$ cat config.mk
export PLATFORM = sky130hd
export DESIGN_NAME = rfc_bank
export DESIGN_NICKNAME = d
export VERILOG_FILES = /design/src/rfc_pkg.sv /design/src/rfc_bank.sv /design/src/rfc_freq_calc.sv
export SDC_FILE = /design/constraint.sdc
export NUM_CORES = 2
export LEC_CHECK = 0
export BUFFER_PORTS_ARGS = -buffer_cell sky130_fd_sc_hd__buf_2
export CORE_MARGIN = 5
export CORE_UTILIZATION = 48
export DETAILED_ROUTE_END_ITERATION = 10
export PLACE_DENSITY_LB_ADDON = 0.3
export SYNTH_ARGS = -nofsm -noshare
export SYNTH_HDL_FRONTEND = slang
export SYNTH_HIERARCHICAL = 1
export SYNTH_SLANG_ARGS = --single-unit
$ cat constraint.sdc
create_clock -name clock -period 35.1 [get_ports clock]
set_input_delay 1.755 -clock clock [delete_from_list [all_inputs] [get_ports clock]]
set_output_delay 1.755 -clock clock [all_outputs]
set_load 0.02 [all_outputs]
$ cat src/rfc_pkg.sv
package rfc_pkg;

  // ****************************************************************
  // Widths
  // ****************************************************************
  localparam int BYTE_W     = 8;
  localparam int FIELD_W    = 16;
  localparam int RATIO_W    = 32;
  localparam int FREQ_W     = 48;
  localparam int NUM_INPUTS = 3;
  localparam int BANK_BYTES = 20;

  // ****************************************************************
  // Byte offsets
  // ****************************************************************
  localparam logic [7:0] OFS_IN0_RATIO = 8'h14;
  localparam logic [7:0] OFS_IN1_BASE  = 8'h18;
  localparam logic [7:0] OFS_IN1_MULT  = 8'h1A;
  localparam logic [7:0] OFS_IN1_RATIO = 8'h1C;
  localparam logic [7:0] OFS_IN2_BASE  = 8'h20;
  localparam logic [7:0] OFS_IN2_MULT  = 8'h22;
  localparam logic [7:0] OFS_IN2_RATIO = 8'h24;
  localparam logic [7:0] OFS_LAST      = 8'h27;

  // Index of each field's first byte inside the bank
  localparam logic [4:0] IDX_IN0_RATIO = 5'(OFS_IN0_RATIO - OFS_IN0_RATIO);
  localparam logic [4:0] IDX_IN1_BASE  = 5'(OFS_IN1_BASE - OFS_IN0_RATIO);
  localparam logic [4:0] IDX_IN1_MULT  = 5'(OFS_IN1_MULT - OFS_IN0_RATIO);
  localparam logic [4:0] IDX_IN1_RATIO = 5'(OFS_IN1_RATIO - OFS_IN0_RATIO);
  localparam logic [4:0] IDX_IN2_BASE  = 5'(OFS_IN2_BASE - OFS_IN0_RATIO);
  localparam logic [4:0] IDX_IN2_MULT  = 5'(OFS_IN2_MULT - OFS_IN0_RATIO);
  localparam logic [4:0] IDX_IN2_RATIO = 5'(OFS_IN2_RATIO - OFS_IN0_RATIO);
  localparam logic [4:0] LSB16         = 5'h01;
  localparam logic [4:0] LSB32         = 5'h03;

  // ****************************************************************
  // Reset values
  // ****************************************************************
  localparam logic [15:0] RST_BASE_RATE = 16'h9C40;
  localparam logic [15:0] RST_RATE_MULT = 16'h01E6;
  localparam logic [31:0] RST_FEC_RATIO = 32'h00010001;
  localparam logic [15:0] RST_IN0_MULT  = 16'h0F30;
  localparam logic [159:0] BANK_RESET  = {RST_FEC_RATIO,
    RST_BASE_RATE, RST_RATE_MULT, RST_FEC_RATIO,
    RST_BASE_RATE, RST_RATE_MULT, RST_FEC_RATIO};

  // ****************************************************************
  // Frequency calculator
  // ****************************************************************
  localparam logic [5:0] CALC_LAST_STEP = 6'(FREQ_W - 1);

  typedef enum logic [1:0] {
    RFC_CALC_IDLE = 2'b00,
    RFC_CALC_RUN  = 2'b01,
    RFC_CALC_DONE = 2'b11
  } rfc_calc_state_t;

endpackage : rfc_pkg

$ cat src/rfc_bank.sv
`timescale 1ns/1ps
// Behaviour
// - Base-rate field is an unsigned 16-bit count of hertz.
// - Multi-byte fields are big-endian: MSB at the lowest address.
// - Multiplier is an unsigned 16-bit factor applied to the base rate.
// - Ratio word: numerator in bits 31:16, denominator in 15:0.
// - Nominal frequency is base times multiplier times numerator over denominator.
// - Each input owns a separate value set; input 0 has only its ratio writable, its base and multiplier come from parameters.
module rfc_bank #(
  parameter logic [15:0] IN0_BASE_RATE = rfc_pkg::RST_BASE_RATE,
  parameter logic [15:0] IN0_RATE_MULT = rfc_pkg::RST_IN0_MULT
) (
  // Clock and reset
  input  wire logic        clock,
  input  wire logic        resetn,
  // Register port
  input  wire logic [7:0]  reg_addr,
  input  wire logic        reg_wr_en,
  input  wire logic [7:0]  reg_wdata,
  input  wire logic        reg_rd_en,
  output logic [7:0]       reg_rdata,
  output logic             reg_rd_valid,
  // Applied values
  output logic [15:0]      input0_fec_numerator,
  output logic [15:0]      input0_fec_denominator,
  output logic [15:0]      input1_base_rate,
  output logic [15:0]      input1_rate_multiplier,
  output logic [15:0]      input1_fec_numerator,
  output logic [15:0]      input1_fec_denominator,
  output logic [15:0]      input2_base_rate,
  output logic [15:0]      input2_rate_multiplier,
  output logic [15:0]      input2_fec_numerator,
  output logic [15:0]      input2_fec_denominator,
  // Nominal frequencies
  output logic [47:0]      nominal_freq0_hz,
  output logic [47:0]      nominal_freq1_hz,
  output logic [47:0]      nominal_freq2_hz,
  output logic [2:0]       freq_valid,
  output logic [2:0]       ratio_error
);

  // ****************************************************************
  // Address decode
  // ****************************************************************
  function automatic logic [5:0] bank_index(input logic [7:0] a);
    logic hit;
    hit = (a >= rfc_pkg::OFS_IN0_RATIO) && (a <= rfc_pkg::OFS_LAST);
    return {hit, 5'(a - rfc_pkg::OFS_IN0_RATIO)};
  endfunction : bank_index

  logic [5:0] dec;
  logic       wr_hit;
  logic [4:0] idx;
  assign dec    = bank_index(reg_addr);
  assign wr_hit = reg_wr_en && dec[5];
  assign idx    = dec[4:0];

  // ****************************************************************
  // Byte staging, as software wrote it
  // ****************************************************************
  logic [7:0] stage_reg  [rfc_pkg::BANK_BYTES];
  logic [7:0] stage_next [rfc_pkg::BANK_BYTES];

  always_comb begin
    stage_next = stage_reg;
    if (wr_hit) begin
      stage_next[idx] = reg_wdata;
    end
  end

  always_ff @(posedge clock) begin
    if (!resetn) begin
      for (int i = 0; i < rfc_pkg::BANK_BYTES; i++) begin
        stage_reg[i] <= rfc_pkg::BANK_RESET[159 - 8 * i -: 8];
      end
    end else begin
      stage_reg <= stage_next;
    end
  end

  // ****************************************************************
  // Applied fields, updated on the last byte only
  // ****************************************************************
  function automatic logic [15:0] word16(input logic [4:0] i);
    return {stage_next[i], stage_next[5'(i + 5'h01)]};
  endfunction : word16

  logic [31:0] ratio_reg [rfc_pkg::NUM_INPUTS];
  logic [31:0] ratio_next[rfc_pkg::NUM_INPUTS];
  logic [15:0] base_reg  [rfc_pkg::NUM_INPUTS];
  logic [15:0] base_next [rfc_pkg::NUM_INPUTS];
  logic [15:0] mult_reg  [rfc_pkg::NUM_INPUTS];
  logic [15:0] mult_next [rfc_pkg::NUM_INPUTS];
  logic [2:0]  commit;

  // Partial writes leave the applied copies untouched
  always_comb begin
    ratio_next = ratio_reg;
    base_next  = base_reg;
    mult_next  = mult_reg;
    commit     = '0;
    if (wr_hit) begin
      case (idx)
        rfc_pkg::IDX_IN0_RATIO + rfc_pkg::LSB32: begin
          ratio_next[0] = {word16(rfc_pkg::IDX_IN0_RATIO),
                           word16(rfc_pkg::IDX_IN0_RATIO + 5'h02)};
          commit[0] = 1'b1;
        end
        rfc_pkg::IDX_IN1_BASE + rfc_pkg::LSB16: begin
          base_next[1] = word16(rfc_pkg::IDX_IN1_BASE);
          commit[1] = 1'b1;
        end
        rfc_pkg::IDX_IN1_MULT + rfc_pkg::LSB16: begin
          mult_next[1] = word16(rfc_pkg::IDX_IN1_MULT);
          commit[1] = 1'b1;
        end
        rfc_pkg::IDX_IN1_RATIO + rfc_pkg::LSB32: begin
          ratio_next[1] = {word16(rfc_pkg::IDX_IN1_RATIO),
                           word16(rfc_pkg::IDX_IN1_RATIO + 5'h02)};
          commit[1] = 1'b1;
        end
        rfc_pkg::IDX_IN2_BASE + rfc_pkg::LSB16: begin
          base_next[2] = word16(rfc_pkg::IDX_IN2_BASE);
          commit[2] = 1'b1;
        end
        rfc_pkg::IDX_IN2_MULT + rfc_pkg::LSB16: begin
          mult_next[2] = word16(rfc_pkg::IDX_IN2_MULT);
          commit[2] = 1'b1;
        end
        rfc_pkg::IDX_IN2_RATIO + rfc_pkg::LSB32: begin
          ratio_next[2] = {word16(rfc_pkg::IDX_IN2_RATIO),
                           word16(rfc_pkg::IDX_IN2_RATIO + 5'h02)};
          commit[2] = 1'b1;
        end
        default: begin
          commit = '0;
        end
      endcase
    end
  end

  always_ff @(posedge clock) begin
    if (!resetn) begin
      for (int i = 0; i < rfc_pkg::NUM_INPUTS; i++) begin
        ratio_reg[i] <= rfc_pkg::RST_FEC_RATIO;
        base_reg[i]  <= rfc_pkg::RST_BASE_RATE;
        mult_reg[i]  <= rfc_pkg::RST_RATE_MULT;
      end
      // Input 0 base and multiplier live outside this bank
      base_reg[0] <= IN0_BASE_RATE;
      mult_reg[0] <= IN0_RATE_MULT;
    end else begin
      ratio_reg <= ratio_next;
      base_reg  <= base_next;
      mult_reg  <= mult_next;
    end
  end

  assign input0_fec_numerator   = ratio_reg[0][31:16];
  assign input0_fec_denominator = ratio_reg[0][15:0];
  assign input1_base_rate       = base_reg[1];
  assign input1_rate_multiplier = mult_reg[1];
  assign input1_fec_numerator   = ratio_reg[1][31:16];
  assign input1_fec_denominator = ratio_reg[1][15:0];
  assign input2_base_rate       = base_reg[2];
  assign input2_rate_multiplier = mult_reg[2];
  assign input2_fec_numerator   = ratio_reg[2][31:16];
  assign input2_fec_denominator = ratio_reg[2][15:0];

  // ****************************************************************
  // Read port
  // ****************************************************************
  logic [7:0] rdata_reg, rdata_next;
  logic       rvalid_reg, rvalid_next;

  always_comb begin
    rvalid_next = reg_rd_en;
    rdata_next  = 8'h00;
    if (reg_rd_en && dec[5]) begin
      rdata_next = stage_reg[idx];
    end
  end

  always_ff @(posedge clock) begin
    if (!resetn) begin
      rdata_reg  <= 8'h00;
      rvalid_reg <= 1'b0;
    end else begin
      rdata_reg  <= rdata_next;
      rvalid_reg <= rvalid_next;
    end
  end

  assign reg_rdata    = rdata_reg;
  assign reg_rd_valid = rvalid_reg;

  // ****************************************************************
  // Nominal frequency scheduling
  // ****************************************************************
  logic [2:0]  dirty_reg, dirty_next;
  logic [1:0]  cur_reg, cur_next, pick;
  logic [47:0] freq_reg [rfc_pkg::NUM_INPUTS];
  logic [47:0] freq_next[rfc_pkg::NUM_INPUTS];
  logic [2:0]  valid_reg, valid_next, err_reg, err_next;
  logic        launch, calc_busy, calc_done, calc_zero;
  logic [47:0] calc_freq;

  assign pick   = dirty_reg[0] ? 2'h0 : (dirty_reg[1] ? 2'h1 : 2'h2);
  assign launch = !calc_busy && (dirty_reg != '0);

  // A commit landing with a launch re-arms the input: set beats clear
  always_comb begin
    dirty_next = dirty_reg;
    cur_next   = cur_reg;
    freq_next  = freq_reg;
    valid_next = valid_reg & ~commit;
    err_next   = err_reg;
    if (launch) begin
      dirty_next[pick] = 1'b0;
      cur_next         = pick;
    end
    if (calc_done) begin
      freq_next[cur_reg]  = calc_freq;
      err_next[cur_reg]   = calc_zero;
      valid_next[cur_reg] = !calc_zero && !dirty_reg[cur_reg]
                            && !commit[cur_reg];
    end
    dirty_next = dirty_next | commit;
  end

  always_ff @(posedge clock) begin
    if (!resetn) begin
      dirty_reg <= 3'h7;
      cur_reg   <= 2'h0;
      valid_reg <= 3'h0;
      err_reg   <= 3'h0;
      for (int i = 0; i < rfc_pkg::NUM_INPUTS; i++) begin
        freq_reg[i] <= '0;
      end
    end else begin
      dirty_reg <= dirty_next;
      cur_reg   <= cur_next;
      valid_reg <= valid_next;
      err_reg   <= err_next;
      freq_reg  <= freq_next;
    end
  end

  rfc_freq_calc u_calc (
    .clock           (clock),
    .resetn          (resetn),
    .start           (launch),
    .base_rate_hz    (base_reg[pick]),
    .rate_multiplier (mult_reg[pick]),
    .fec_numerator   (ratio_reg[pick][31:16]),
    .fec_denominator (ratio_reg[pick][15:0]),
    .busy            (calc_busy),
    .done            (calc_done),
    .freq_hz         (calc_freq),
    .den_zero        (calc_zero)
  );

  assign nominal_freq0_hz = freq_reg[0];
  assign nominal_freq1_hz = freq_reg[1];
  assign nominal_freq2_hz = freq_reg[2];
  assign freq_valid       = valid_reg;
  assign ratio_error      = err_reg;
endmodule : rfc_bank

$ cat src/rfc_freq_calc.sv
`timescale 1ns/1ps
module rfc_freq_calc (
  // Clock and reset
  input  wire logic        clock,
  input  wire logic        resetn,
  // Request
  input  wire logic        start,
  input  wire logic [15:0] base_rate_hz,
  input  wire logic [15:0] rate_multiplier,
  input  wire logic [15:0] fec_numerator,
  input  wire logic [15:0] fec_denominator,
  // Answer
  output logic             busy,
  output logic             done,
  output logic [47:0]      freq_hz,
  output logic             den_zero
);

  // ****************************************************************
  // Restoring divider, one quotient bit per cycle
  // ****************************************************************
  rfc_pkg::rfc_calc_state_t state_reg, state_next;
  logic [47:0] quo_reg, quo_next;
  logic [15:0] rem_reg, rem_next;
  logic [15:0] den_reg, den_next;
  logic [47:0] dvd_reg, dvd_next;
  logic [5:0]  cnt_reg, cnt_next;
  logic        zero_reg, zero_next;
  logic [16:0] rem_sh;
  logic [47:0] product;

  assign product = 48'(base_rate_hz) * 48'(rate_multiplier)
                 * 48'(fec_numerator);
  assign rem_sh  = {rem_reg, quo_reg[47]};

  always_comb begin
    state_next = state_reg;
    quo_next   = quo_reg;
    rem_next   = rem_reg;
    den_next   = den_reg;
    dvd_next   = dvd_reg;
    cnt_next   = cnt_reg;
    zero_next  = zero_reg;
    case (state_reg)
      rfc_pkg::RFC_CALC_IDLE: begin
        if (start) begin
          // Operands latched so later commits cannot tear a result
          quo_next  = product;
          dvd_next  = product;
          den_next  = fec_denominator;
          rem_next  = '0;
          cnt_next  = rfc_pkg::CALC_LAST_STEP;
          zero_next = (fec_denominator == '0);
          if (fec_denominator == '0) begin
            quo_next   = '0;
            state_next = rfc_pkg::RFC_CALC_DONE;
          end else begin
            state_next = rfc_pkg::RFC_CALC_RUN;
          end
        end
      end
      rfc_pkg::RFC_CALC_RUN: begin
        if (rem_sh >= {1'b0, den_reg}) begin
          rem_next = 16'(rem_sh - {1'b0, den_reg});
          quo_next = {quo_reg[46:0], 1'b1};
        end else begin
          rem_next = rem_sh[15:0];
          quo_next = {quo_reg[46:0], 1'b0};
        end
        cnt_next = cnt_reg - 6'h01;
        if (cnt_reg == '0) begin
          state_next = rfc_pkg::RFC_CALC_DONE;
        end
      end
      rfc_pkg::RFC_CALC_DONE: begin
        state_next = rfc_pkg::RFC_CALC_IDLE;
      end
      default: begin
        state_next = rfc_pkg::RFC_CALC_IDLE;
      end
    endcase
  end

  always_ff @(posedge clock) begin
    if (!resetn) begin
      state_reg <= rfc_pkg::RFC_CALC_IDLE;
      quo_reg   <= '0;
      rem_reg   <= '0;
      den_reg   <= '0;
      dvd_reg   <= '0;
      cnt_reg   <= '0;
      zero_reg  <= 1'b0;
    end else begin
      state_reg <= state_next;
      quo_reg   <= quo_next;
      rem_reg   <= rem_next;
      den_reg   <= den_next;
      dvd_reg   <= dvd_next;
      cnt_reg   <= cnt_next;
      zero_reg  <= zero_next;
    end
  end

  assign busy     = (state_reg != rfc_pkg::RFC_CALC_IDLE);
  assign done     = (state_reg == rfc_pkg::RFC_CALC_DONE);
  assign freq_hz  = quo_reg;
  assign den_zero = zero_reg;
endmodule : rfc_freq_calc

* Yosys cells after proc, flatten, opt, wreduce, memory -nomap -nowiden
Index checks and enable logic that the tools add are counted.
Operators by class: $lt $le $gt $ge 12, multiplexer cells 50, $add $sub $neg 3, reductions and logical operators 33, eq/ne operators 11, $mul 2, bitwise logic cells 8
Operators by type and width (count):
- $bwmux W160 | 1
- $mux W160 | 1
- $bwmux W144 | 1
- $mux W48 | 3
- $demux W48 S2 | 1
- $mux W16 | 6
- $pmux W48 S2 | 1
- $bmux W16 S2 | 2
- $bmux W32 S2 | 1
- $mux W32 | 2
- $mul A32 B16 Y48 | 1
- $bmux W8 S5 | 1
- $demux W8 S5 | 1
- $mul A16 B16 Y32 | 1
- $pmux W16 S2 | 1
- $mux W8 | 3
- $reduce_and A2 Y1 | 11
- $ge A17 B16 Y1 | 1
- $logic_not A16 Y1 | 1
- $sub A16 B16 Y16 | 1
- $eq A5 B4 Y1 const B | 3
- $pmux W6 S2 | 1
- $eq A5 B3 Y1 const B | 2
- $logic_and A1 B1 Y1 | 10
- other kinds (35) | 62
Word-level totals: word-level logic and storage cells 161, flip-flop bits (word level) 573

* Depth between registers and ports, before layout
depth in word-level cells 11, depth in mapped cells 49, gate-level depth less buffers 43

* Modules after synthesis
The synthesis kept the hierarchy.
Modules (own cells, without submodules):
- rfc_freq_calc | instances 1, area an instance 30234.0 um^2, cells an instance 3557
- rfc_bank | instances 1, area an instance 19905.3 um^2, cells an instance 2354

* Worst setup path before layout
No wires, ideal clock.
kind flip-flop to flip-flop, from register dirty_reg[1], to register u_calc.quo_reg[37] (netlist: u_calc/freq_hz[37]), data arrival time 12.169 ns, stages on the path, launching flop included 46, data required time 35.038 ns, library setup time 0.062 ns, slack 22.869 ns, buffers on the path 5, path through dfxtp_1 clkbuf_1 clkbuf_1 mux2i_1 nor2_1 clkbuf_1 nand2_1 fa_1 inv_1 fa_1 inv_1 fa_1 inv_1 fa_1 fa_1 inv_1 fa_1 inv_1 [10 not listed] fa_1 inv_1 fa_1 fa_1 fa_1 fa_1 inv_1 fa_1 inv_1 ha_1 clkbuf_1 nand4_1 or3b_2 o21ai_0 a21oi_1 nor2b_1 or4_1 nand3_1
Between the ends: word-level cells in the longest chain between the ends 11, elaborated cells between the ends (all ways) 22, those cells by class mul: 2; eq/ne: 1; mux: 14; bitwise: 1; reduce/logical: 4
RTL lines:
- start, declared | line rfc_bank.sv:200 | logic [2:0] dirty_reg, dirty_next;
- start signal, assigned | line rfc_bank.sv:241 | dirty_reg <= dirty_next;
- $mux W2 (2 in series) | line rfc_bank.sv:208 | assign pick = dirty_reg[0] ? 2'h0 : (dirty_reg[1] ? 2'h1 : 2'h2);
- $not A2 Y3 (implied by the code)
- $bmux W16 S2 (on tied branches) | line rfc_bank.sv:253, rfc_bank.sv:254
- $mux W16 (on tied branches) (2 in series) | line rfc_bank.sv:253, rfc_bank.sv:254
- $mul A16 B16 Y32 | line rfc_freq_calc.sv:32 | assign product = 48'(base_rate_hz) * 48'(rate_multiplier)
- $mul A32 B16 Y48 | line rfc_freq_calc.sv:33 | * 48'(fec_numerator);
- $mux W48 | line rfc_freq_calc.sv:54 | if (fec_denominator == '0) begin
- $mux W48 | line rfc_freq_calc.sv:46 | if (start) begin
- $pmux W48 S2 | line rfc_freq_calc.sv:44 | case (state_reg)
- end signal, assigned | line rfc_freq_calc.sv:95 | quo_reg <= quo_next;
- end, declared | line rfc_freq_calc.sv:23 | logic [47:0] quo_reg, quo_next;
Several ways; a longest one is shown, not always the timed one. The select of a mux whose other input is x is not followed. A chain may end at the register's enable or synchronous reset.

* Worst setup path after layout
from register dirty_reg[1], to register u_calc.quo_reg[47] (netlist: u_calc/freq_hz[47])
Same word-level chain as after synthesis.

==> flow_summary.toml <==
[cells_and_area]
drive_gt1_share_pct = 10.4
utilization_pct = 52.8
syn_to_final_growth_pct = 9.22
layout.cells.non_filler = 7416
layout_commonest_cell = "nand2_1"
final_cell_mix = "nand2_1, inv_1, fa_1"
nets = 6871
num-fill-cells = 9744
largest_reg_flops = 160

[timing]
fmax_mhz = 75.3
setup_tns_ns = 0
setup_ws_ns = 21.81
period_needed_ns = 13.29
tightest_slew_ns = 1.49
rsz0062_at_grt = "no"
finalSetupViolCount = 0
skew_ns = 0.0163
holdWs_ns = 0.453
post-route-period-util_pct = 37.9
hold_viol = 0
drv_slew = 0
maxSlewHeadroom_pct = 0.535

[clock_tree]
cts_made_buffers = 54
cts.sinks = 573
cts.repair.resized = 0
cts_buffer_depth = 3
cts_max_level = 2
post-cts-setup-buffers = 0
insertion_delay_ns = 0.62
clkTransAtPathRegs_ns = 0.07
cts_tree = "built"
cts_root_buffer = "clkbuf_16"
cts_hold_buf = 0

[critical_path]
crit_arrival_ns = 13.79
cp_slowest_cell = "buf_4"
crit_type = "reg -> reg"
worstPathMaxFanout = 54
required_ns = 35.60
max_stage_delay_ns = 0.76
start_kind = "flip-flop"
cp-end-kind = "flip-flop"
path_common_cell = "fa_1"

[die]
coreArea_sq_mm = 0.104
dieArea_sq_mm = 0.111
core.rowCount = 118
pin_count = 339
die_w_um = 333
initial_core_util_pct = 48.4
dieHeight_um = 333

[detailed_routing]
ant_nets = 0
drc = 0
via_per_inst = 5.74
dr.first_iter.drc_count = 3697
routedWlPerCell_um = 21.0
finalWirelength_mm = 156
dr.pass1.iters = 9
num_vias = 42600

[synth]
ys_async_sr_fraction_pct = 0
syn-num-nets = 6792
ys_ff_latch = 573
ys_warn_count = 6
syn_inst = 5911
synth_edf_count = 0
synth_area_sq_mm = 0.0501
yosysSeqAreaShare_pct = 22.9
synth_cell_type_count = 85
syn-mean-instance-area_sq_um = 8.48
ys.flop_type = "dfxtp_1"

[grt]
gr-total-overflow = 0
grt_antenna_before_repair = 1
grt_pass1_wl_mm = 246
grt_pass1_vias = 43100
grtUsageTotal_pct = 27.6
grt_start_max_net_pins = 207

[status]
status = "complete, but fails checks"
violations = "max-capacitance violations"

[hold_path]
hp-class = "reg -> reg"

[placed_design]
dp_cells = 7314
place.gp.congestion = 0.975
hpwl_mm = 116
port_buffers = 338
dp_slack_ns = 21.86

[power_and_ir_drop]
ir_drop_uv = 434
cellLeakagePower_uw = 0.0249
power.density_mw_per_mm2 = 83.6

[run]
maxCapViolations = 1
-- worst max-delay path: cells and delay by family, from the launching register on --
family / cells / cell delay [ns]
AO/OA/AOI/OAI: 14 / 3.67
adder cells (fa/ha/maj): 14 / 6.75
flip-flops: 1 / 0.56
buffers and inverters: 9 / 1.35
multiplexers: 2 / 0.32
AND/OR/NAND/NOR: 3 / 0.52
-- final timing paths --
path                                             end  depth (start not counted)                  from  slack [ns]
worst max-delay path              u_calc/freq_hz[47]                         42          dirty_reg[1]       21.81
worst min-delay path            nominal_freq2_hz[32]                          2  nominal_freq2_hz[32]        0.45
worst max register to register    u_calc/freq_hz[47]                         42          dirty_reg[1]       21.81
worst min register to register  nominal_freq2_hz[32]                          2  nominal_freq2_hz[32]        0.45
-- cells in the mapped netlist (52+ instances only) --
master	n	share of area (%)
nand2_1	1167	8.7
inv_1	709	5.3
fa_1	613	24
dfxtp_1	573	23
a21oi_1	394	3.9
clkbuf_1	354	2.7
and2_1	269	3.4
ha_1	248	6.2
nor2_1	239	1.8
mux2i_1	234	4.7
o21ai_0	166	1.7
nand3_1	119	1.2
and3_1	52	0.65
-- per-layer routing --
| metal | up-vias | global-route usage [%] | routed length (um) |
|---|---|---|---|
| met3 | 455 | 3.64 | 11400 |
| li1 | 19200 | - | - |
| met4 | 2 | 12.5 | 8140 |
| met2 | 1871 | 46.6 | 74800 |
| met5 | - | 0 | 8 |
| met1 | 21100 | 35.4 | 61700 |
-- layout make-up --
| cell class | count | area, sq um | area share, % |
|---|---|---|---|
| repair buffers | 425 | 2360 | 4.31 |
| clock buffers | 71 | 1540 | 2.81 |
| well taps | 1380 | 1730 | 3.15 |
| inverters | 710 | 2670 | 4.88 |
| diodes | 2 | 5.00 | 0.00914 |
| multi-input cells | 4226 | 34600 | 63.1 |
| clock inverters | 29 | 418 | 0.763 |
| flip-flops and latches | 573 | 11500 | 21.0 |
-- power breakdown --
part | switching, uW | internal, uW
Sequential | 32.4 | 671
Clock | 264 | 382
Combinational | 2230 | 995
-- cell families after synthesis --
kind of cell / share of synthesized area, %
flip-flops: 22.9
XOR/XNOR: 1.39
adder cells (fa/ha/maj): 30.7
AND/OR/NAND/NOR: 19.1
buffers and inverters: 8.44
AO/OA/AOI/OAI: 11.3
multiplexers: 6.18
-- through the flow --
| step | area [sq um] | power, uW |
|---|---|---|
| 2_1_floorplan | 50100 | 2780 |
| 4_1_cts | 54800 | 4550 |
| 3_3_place_gp | 52800 | 3880 |
| 3_5_place_dp | 52800 | 3890 |
| 5_1_grt | 54800 | 4920 |
| 6_report | 54800 | 4580 |
Power figures use the tool's default switching activity.
